## config.mk

```make
export PLATFORM = sky130hd
export DESIGN_NAME = status_flag_bit_ops
export DESIGN_NICKNAME = d
export VERILOG_FILES = /design/src/flag_ops_pkg.sv /design/src/status_flag_bit_ops.sv
export VERILOG_INCLUDE_DIRS = /design/src
export SDC_FILE = /design/constraint.sdc
export NUM_CORES = 1
export LEC_CHECK = 0
export BUFFER_PORTS_ARGS = -buffer_cell sky130_fd_sc_hd__buf_2
export CAP_MARGIN = 20
export CORE_MARGIN = 5
export CORE_UTILIZATION = 53
export CTS_BUF_LIST = sky130_fd_sc_hd__clkbuf_2 sky130_fd_sc_hd__clkbuf_4 sky130_fd_sc_hd__clkbuf_8
export CTS_CLUSTER_DIAMETER = 200
export DETAILED_ROUTE_END_ITERATION = 8
export HOLD_SLACK_MARGIN = 0.06
export PLACE_DENSITY = 0.79
export SETUP_SLACK_MARGIN = 0.05
export SYNTH_ARGS = -nofsm -noshare
export SYNTH_HDL_FRONTEND = slang
export SYNTH_SLANG_ARGS = --single-unit
```

## constraint.sdc

```tcl
create_clock -name clk_i -period 11.3 [get_ports clk_i]
set_input_delay 0.565 -clock clk_i [delete_from_list [all_inputs] [get_ports clk_i]]
set_output_delay 0.565 -clock clk_i [all_outputs]
set_load 0.01 [all_outputs]
```

## src/flag_ops_defs.svh

```systemverilog
// Constants for the status flag and bit-load instruction block.
`ifndef FLAG_OPS_DEFS_SVH
`define FLAG_OPS_DEFS_SVH
`define FLAG_BIT_CARRY    3'd0
`define FLAG_BIT_ZERO     3'd1
`define FLAG_BIT_NEG      3'd2
`define FLAG_BIT_SIGNED   3'd4
`define FLAG_BIT_TRANSFER 3'd6
`define FLAG_BIT_IRQ      3'd7
`define STATUS_RESET      8'h00
`define GPR_RESET         8'h00
`define GPR_COUNT         32
`endif

```

## src/flag_ops_pkg.sv

```systemverilog
// Types for the status flag and bit-load instruction block.
package flag_ops_pkg;
  typedef enum logic [3:0] {
    op_none,
    op_bit_load_from_transfer,
    op_carry_flag_set,
    op_carry_flag_clear,
    op_negative_flag_set,
    op_negative_flag_clear,
    op_zero_flag_set,
    op_zero_flag_clear,
    op_global_irq_on,
    op_global_irq_off,
    op_signed_flag_set
  } op_type;

  typedef struct packed {
    logic       valid;
    op_type     op;
    logic [4:0] rd;
    logic [2:0] bit_sel;
  } instr_type;
endpackage : flag_ops_pkg

```

## src/status_flag_bit_ops.sv

```systemverilog
// Executes flag set/clear and bit-load-from-transfer instructions in one cycle.
`include "flag_ops_defs.svh"

// Notes on behaviour
// - Bit-load copies transfer flag into Rd bit b, flags unchanged, one cycle.
// - Carry-set forces carry flag to one in one cycle.
// - Carry-clear forces carry flag to zero, touching nothing else.
// - Negative-set writes one to the negative flag only.
// - Negative-clear writes zero to the negative flag only.
// - Zero-set writes one to the zero flag only.
// - Zero-clear writes zero to the zero flag only.
// - Global-irq-on sets the interrupt enable flag, permitting interrupts.
// - Global-irq-off clears the interrupt enable flag, masking interrupts.
// - Signed-set writes one to the signed test flag only.
module status_flag_bit_ops (
  input  wire logic                    clk_i,
  input  wire logic                    rst_i,
  input  wire flag_ops_pkg::instr_type instr_i,
  input  wire logic                    transfer_load_i,
  input  wire logic                    transfer_value_i,
  input  wire logic [4:0]              gpr_read_sel_i,
  output logic [7:0]                   status_o,
  output logic [7:0]                   gpr_data_o,
  output logic                         irq_enable_o,
  output logic                         done_o
);
  import flag_ops_pkg::*;

  // Status bit map: carry, zero, negative, signed, transfer and interrupt enable sit at
  // the positions fixed in the constants header. The two remaining bits are spare and
  // no instruction of this group ever writes them, so they keep their reset value.
  // Every output below is a register, so a consumer never sees a combinational glitch.

  logic [7:0] status_reg;
  logic [7:0] status_next;
  logic [7:0] gpr_reg [`GPR_COUNT];
  logic       done_reg;
  logic [7:0] gpr_data_reg;

  // Next status value: each instruction touches only its own flag.
  // A valid op always wins over a transfer load request in the same cycle.
  always_comb begin
    status_next = status_reg;
    if (instr_i.valid) begin
      unique case (instr_i.op)
        op_carry_flag_set:      status_next[`FLAG_BIT_CARRY]  = 1'b1;
        op_carry_flag_clear:    status_next[`FLAG_BIT_CARRY]  = 1'b0;
        op_negative_flag_set:   status_next[`FLAG_BIT_NEG]    = 1'b1;
        op_negative_flag_clear: status_next[`FLAG_BIT_NEG]    = 1'b0;
        op_zero_flag_set:       status_next[`FLAG_BIT_ZERO]   = 1'b1;
        op_zero_flag_clear:     status_next[`FLAG_BIT_ZERO]   = 1'b0;
        op_global_irq_on:       status_next[`FLAG_BIT_IRQ]    = 1'b1;
        op_global_irq_off:      status_next[`FLAG_BIT_IRQ]    = 1'b0;
        op_signed_flag_set:     status_next[`FLAG_BIT_SIGNED] = 1'b1;
        default:                status_next = status_reg;
      endcase
    end else if (transfer_load_i) begin
      status_next[`FLAG_BIT_TRANSFER] = transfer_value_i;
    end
  end

  // Status register update, one edge per instruction.
  always_ff @(posedge clk_i or posedge rst_i) begin
    if (rst_i) begin
      status_reg <= `STATUS_RESET;
    end else begin
      status_reg <= status_next;
    end
  end

  // Register file: only bit-load writes, and only the selected bit.
  // The transfer flag is read as it stood before this edge, before any later load.
  always_ff @(posedge clk_i or posedge rst_i) begin
    if (rst_i) begin
      for (int i = 0; i < `GPR_COUNT; i++) begin
        gpr_reg[i] <= `GPR_RESET;
      end
    end else if (instr_i.valid && instr_i.op == op_bit_load_from_transfer) begin
      gpr_reg[instr_i.rd][instr_i.bit_sel] <= status_reg[`FLAG_BIT_TRANSFER];
    end
  end

  // Completion pulse and registered read-back port.
  // The read-back lags its select by one edge, so a write shows on the read after it lands.
  always_ff @(posedge clk_i or posedge rst_i) begin
    if (rst_i) begin
      done_reg     <= 1'b0;
      gpr_data_reg <= `GPR_RESET;
    end else begin
      done_reg     <= instr_i.valid && instr_i.op != op_none;
      gpr_data_reg <= gpr_reg[gpr_read_sel_i];
    end
  end

  assign status_o     = status_reg;
  assign irq_enable_o = status_reg[`FLAG_BIT_IRQ];
  assign gpr_data_o   = gpr_data_reg;
  assign done_o       = done_reg;
endmodule : status_flag_bit_ops

```

---- Word level (Yosys, flattened, before mapping) ----
Index checks and enable logic that the tools add are counted.
storage, ports and cells
  bits in registers ....................... 271
  input bits .............................. 22
  logic and storage cells ................. 85
cells by class
  order comparisons ....................... 5
  equal/unequal tests ..................... 10
  multiplexer cells ....................... 12
  bitwise gates (word level) .............. 3
  reduce and logical (&&, ||, !) cells .... 15
operator list
  kind                                                                count
  bitwise mux 256 bit                                                 1
  binary-select mux 8 bit (select 5 bit)                              1
  demux 8 bit (select 5 bit)                                          1
  2-to-1 mux 8 bit                                                    3
  == test 4 x 3 -> 1 bit (second input constant)                      4
  == test 4 bit (second input constant)                               3
  greater-or-equal comparator 6 bit (second input constant)           2
  NOT 5 -> 6 bit                                                      2
  AND reduction 2 bit                                                 6
  == test 4 x 2 -> 1 bit (second input constant)                      2
  one-hot mux 1 bit (2 select lines)                                  4
  nonzero test 2 bit                                                  4
  < comparator 6 x 1 -> 1 bit (second input constant)                 1
  == test 4 x 1 -> 1 bit (second input constant)                      1
  logical AND 1 bit                                                   4
  < comparator 3 x 4 -> 1 bit (second input constant)                 1
  nonzero test 4 bit                                                  1
  demux 1 bit (select 3 bit)                                          1
  greater-or-equal comparator 3 x 1 -> 1 bit (second input constant)  1
  2-to-1 mux 1 bit                                                    1
  NOT 1 bit                                                           1

---- Depth between registers and ports, before layout ----
  depth in word-level cells ............... 7
  mapped depth ............................ 5
  gate-level depth less buffers ........... 4

---- Worst setup path before layout ----
OpenSTA, ideal clock, no wires.
  path kind ............................... input port to flip-flop
  start point ............................. input gpr_read_sel_i[2]
  end point ............................... register gpr_data_reg[0], in the netlist gpr_data_o[0]
  setup time .............................. 125 ps
  arrival time ............................ 2248 ps
  required time ........................... 11175 ps
  slack ................................... 8927 ps
  cell stages on the path ................. 5
  path buffers ............................ 2
  path through ............................ clkbuf_1 -> clkbuf_1 -> mux4_2 -> mux4_2 -> mux2_2
between the ends
  cells in the longest elaborated chain, start to end .. 4
ends and longest elaborated chain
  element                                              RTL line                   source
  from (decl)                                          status_flag_bit_ops.sv:21  input wire logic [4:0] gpr_read_sel_i,
  NOT 5 -> 6 bit (not written as such)                 status_flag_bit_ops.sv:91  gpr_data_reg <= gpr_reg[gpr_read_sel_i];
  binary-select mux 8 bit (select 5 bit)               status_flag_bit_ops.sv:91
  2-to-1 mux 8 bit (not written as such) (2 in a row)  status_flag_bit_ops.sv:91
  to (signal assigned)                                 status_flag_bit_ops.sv:88  gpr_data_reg <= `GPR_RESET;
  to (signal assigned)                                 status_flag_bit_ops.sv:91
  to (decl)                                            status_flag_bit_ops.sv:38  logic [7:0] gpr_data_reg;
Every way passes these cells. The select of a mux whose other input is x is not followed.
A chain may end at the register's enable or synchronous reset.

---- Worst setup path after layout ----
  start point ............................. register status_reg[6], in the netlist status_o[6]
  end point ............................... register gpr_reg[231] in the netlist's numbering
between the ends
  cells in the longest elaborated chain, start to end .. 1
ends and longest elaborated chain
  element                          RTL line                   source
  from (decl)                      status_flag_bit_ops.sv:34  logic [7:0] status_reg;
  from (signal assigned)           status_flag_bit_ops.sv:65  status_reg <= `STATUS_RESET;
  from (signal assigned)           status_flag_bit_ops.sv:67  status_reg <= status_next;
  bitwise mux 256 bit              status_flag_bit_ops.sv:79  gpr_reg[instr_i.rd][instr_i.bit_sel] <= status_reg[`FLAG_BIT_TRANSFER];
  to (signal, indexed assignment)  status_flag_bit_ops.sv:76  gpr_reg[i] <= `GPR_RESET;
  to (signal, indexed assignment)  status_flag_bit_ops.sv:79
  to (decl)                        status_flag_bit_ops.sv:36  logic [7:0] gpr_reg [`GPR_COUNT];
Every way passes these cells.

==> results.txt <==
- The worst hold path belongs to the class input port to async pin.
- The clock net in this run drives a total of 271 sinks.
- The register with the most flip-flops in the layout has 256 of them.
- Placed cell areas: 0.01367 mm2
- TritonCTS clock tree: done
- Setup violations remaining at the end of the flow were counted as 0.
- The die covers 0.02832 mm2.
- Data arrives at the worst endpoint at 3330 ps.
- Number of max-slew violations in the final report: 0
- Dominant cell type by area after synthesis: dfrtp_1
- X dimension of the die: 168.3 um
- The total overflow left after global routing is 0.
* Post-synthesis sequential element count: 271
* Cell count after placement: 1,330
* Post-route fraction of the period consumed by the critical path: 25.32%
- Number of inserted filler cells in the final layout: 1,889
- Final Worst Setup Slack: 8439 ps
- Prior to clock tree synthesis, the placed netlist has a worst setup slack of 7937 ps.
- Via count of the first global-routing pass: 8,816
* Count of input and output buffers: 37
- By area the synthesized netlist is led by dfrtp_1 (51%), mux2_2 (22%), mux4_2 (14%).
- IR analysis of the VDD net gives a maximum drop of 0.00009250 V.
- Final estimated routing congestion in global placement: 0.7911
* Dominant synthesized flop cell: dfrtp_1
- The longest clock path from root to sink contains 3 buffers.
* Diodes inserted: 0
- For the pin with the worst max-slew slack, the measured transition is 1057 ps.
- Residual DRC count: 0
* Critical Path Slowest Stage Cell: buf_4
* Num CTS Buffers: 46
* Worst reg2reg setup slack: 8440 ps
- After synthesis, the largest area contributor takes up 51.06% of total cell area.
- For this configuration, the core starts out at a cell density of 53.35%.
* Post-CTS clock slew at the launch and capture registers of the worst setup and hold paths: 60 ps
- Max-slew headroom at the worst pin: 29.53%
- Post-Syn Area: 0.01328 mm2
* Root buf cell: clkbuf_8
* Area grow syn2layout: 11.34%
- In this design, the critical path's most frequently occurring cell is buf_4.
* Total number of vias: 8,324
- After detailed routing, the average wire length per cell comes to 22.24 um.
* Count leader, synth: dfrtp_1
- Detailed Routing Iterations Pass 1: 5
- Crit end category: flip-flop
* Worst-path cell chain: buf_4 > buf_4 > mux2_2
* Setup TNS after final layout: 0 ps
* Total leakage power: 0.006741 uW
- For the final database, setup skew stands at 31.83 ps.
* Combined global-route utilization of all metal layers: 22.54%
* Number of hold violations in the final report: 0
- For this run, the top clock speed supported by timing is 349.5 MHz.
- Core box area: 0.02489 mm2
- Power density over cell area: 143.8 mW/mm2
- STA classifies the critical path startpoint as a flip-flop.
* Status: complete, no violations
- Registers take 0.006785 mm2.
- The initial antenna violation count is 0.
- Post-detailed-placement half-perimeter wirelength: 18.92 mm
- Post-synthesis instance total: 1,026
- Synth cell count leaders: dfrtp_1 (271), mux2_2 (265), nor2_1 (258)
- Yosys printed 0 warnings.
- Counting I/O delays and the setup requirement, the final critical path takes 2861 ps.
- The post-route netlist has 44.75% of its cells at a drive strength greater than 1.
- The later pin in the worst-skew pair is clocked with a latency of 560 ps.
- For this design, the CTS-stage hold fixing added 0 buffers.
- After clock tree synthesis, the setup repair step added 0 buffers.
- The synthesized design contains 0 enable-type register cells.
* Total wire length: 31.50 mm
* Post-DR vias/cell: 5.879
* Count of antenna-violating nets left after detailed routing: 0
- Along the worst path, the maximum fanout reaches 119.
* Area of all placed cells without fillers: 0.01479 mm2
- The H-tree was split into 2 levels.
- Kind of critical path: flip-flop to flip-flop
* # rows: 58
- Data on the critical path is required at its endpoint by 11,770 ps.
- Layout Nets: 1,071
- Setup repair after global routing left no endpoint under its margin.
- The finished layout holds 1,416 standard cells, fillers aside.
* Post-synthesis sequential area ratio: 51.06%
- Synth unique cells: 27
- In the final layout, the multi-input gates occupy 0.006160 mm2.
* Initial detailed-routing violation count: 757
* Wire length of the first global-routing pass: 50.04 mm
- The number of gates resized after CTS was 0.
- Syn Area/Cell: 12.94 um2
- From bottom edge to top edge, the die measures 168.3 um.
- For this run, the slowest stage of the critical path takes 930 ps.
* Fraction of registers with async set/reset: 100.0%
* Largest net degree at the start of global routing: 120
* Top-level I/O count: 40
* # Max-Cap Violations: 0
## final timing paths
path | start | to | cells after the start
min reg2reg | status_o[2] | status_o[2] | 2
min in group clk_i | transfer_value_i | status_o[6] | 2
max | status_o[6] | gpr_reg[231] | 3
min | rst_i | gpr_reg[45] | 2
max reg2reg | status_o[6] | gpr_reg[231] | 3
max in group asynchronous | rst_i | status_o[6] | 3
## per-stage QoR
step | total power, uW | hold slack, ps | util [%]
2_1_floorplan | 1090 | 475.1 | -
3_3_place_gp | 1125 | 452.6 | 54.90
3_5_place_dp | 1127 | 464.1 | 54.90
4_1_cts | 2145 | 203.5 | 59.29
5_1_grt | 2202 | 227.2 | 59.40
6_report | 2126 | 198.8 | 59.40
## per-layer routing
metal  routed length [um]  part of all wire, %  GRT usage (%)
met3                 2560                  8.1          5.940
met2                15290                   49          36.74
met5                    0                    0              0
met1                12660                   40          29.88
met4                  988                  3.1          7.128
## report_power, final
part	total [uW]	internal (uW)	switching, uW
Clock	1020	616	399
Sequential	989	979	10.2
Combinational	122	32.0	90.2
## cell families (layout without fill, tap and decap cells)
group           Yosys count  count (layout)  synth area share, %
compound gates            8               8               0.4334
buf+inv                  80             139                2.581
flops                   271             271                51.06
mux                     345             345                36.04
other cells               1               2              0.02824
simple gates            321             321                9.855
## cell type report
type                            instances  share of cell area, %
Clock buffer                           74                  6.295
Inverter                                2                 0.1015
Tap cell                              330                  2.792
Sequential cell                       271                  45.89
Clock inverter                         11                  1.100
Timing Repair Buffer                   52                  2.166
Multi-Input combinational cell        676                  41.66
## critical path: cells and delay by family, from the launching register on
kind	cells	cell delay (ps)
flip-flops	1	690
multiplexers	1	320
buffers and inverters	2	1660
## layout by cell type, fill, tap and decap left out
cell type and count:
dfrtp_1 270, mux2_2 265, nor2_1 258, mux4_2 80
clkbuf_8 60, buf_2 36, nand2_1 35, buf_4 15
clkbuf_4 14, nand4b_1 5, nor2b_1 5, clkinv_2 5
nand4_1 4, bufinv_16 4, and3b_1 3, nor3b_1 3
o21ai_0 3, o31ai_1 3, and2_1 2, nand2b_1 2
conb_1 2, inv_6 2, nor4b_2 1, o41a_1 1
inv_8 1, nor3_1 1, and3_1 1, o41ai_1 1
or3b_2 1, inv_1 1, buf_16 1, dfrtp_4 1
Note: power is estimated with default switching activity, not from simulation.
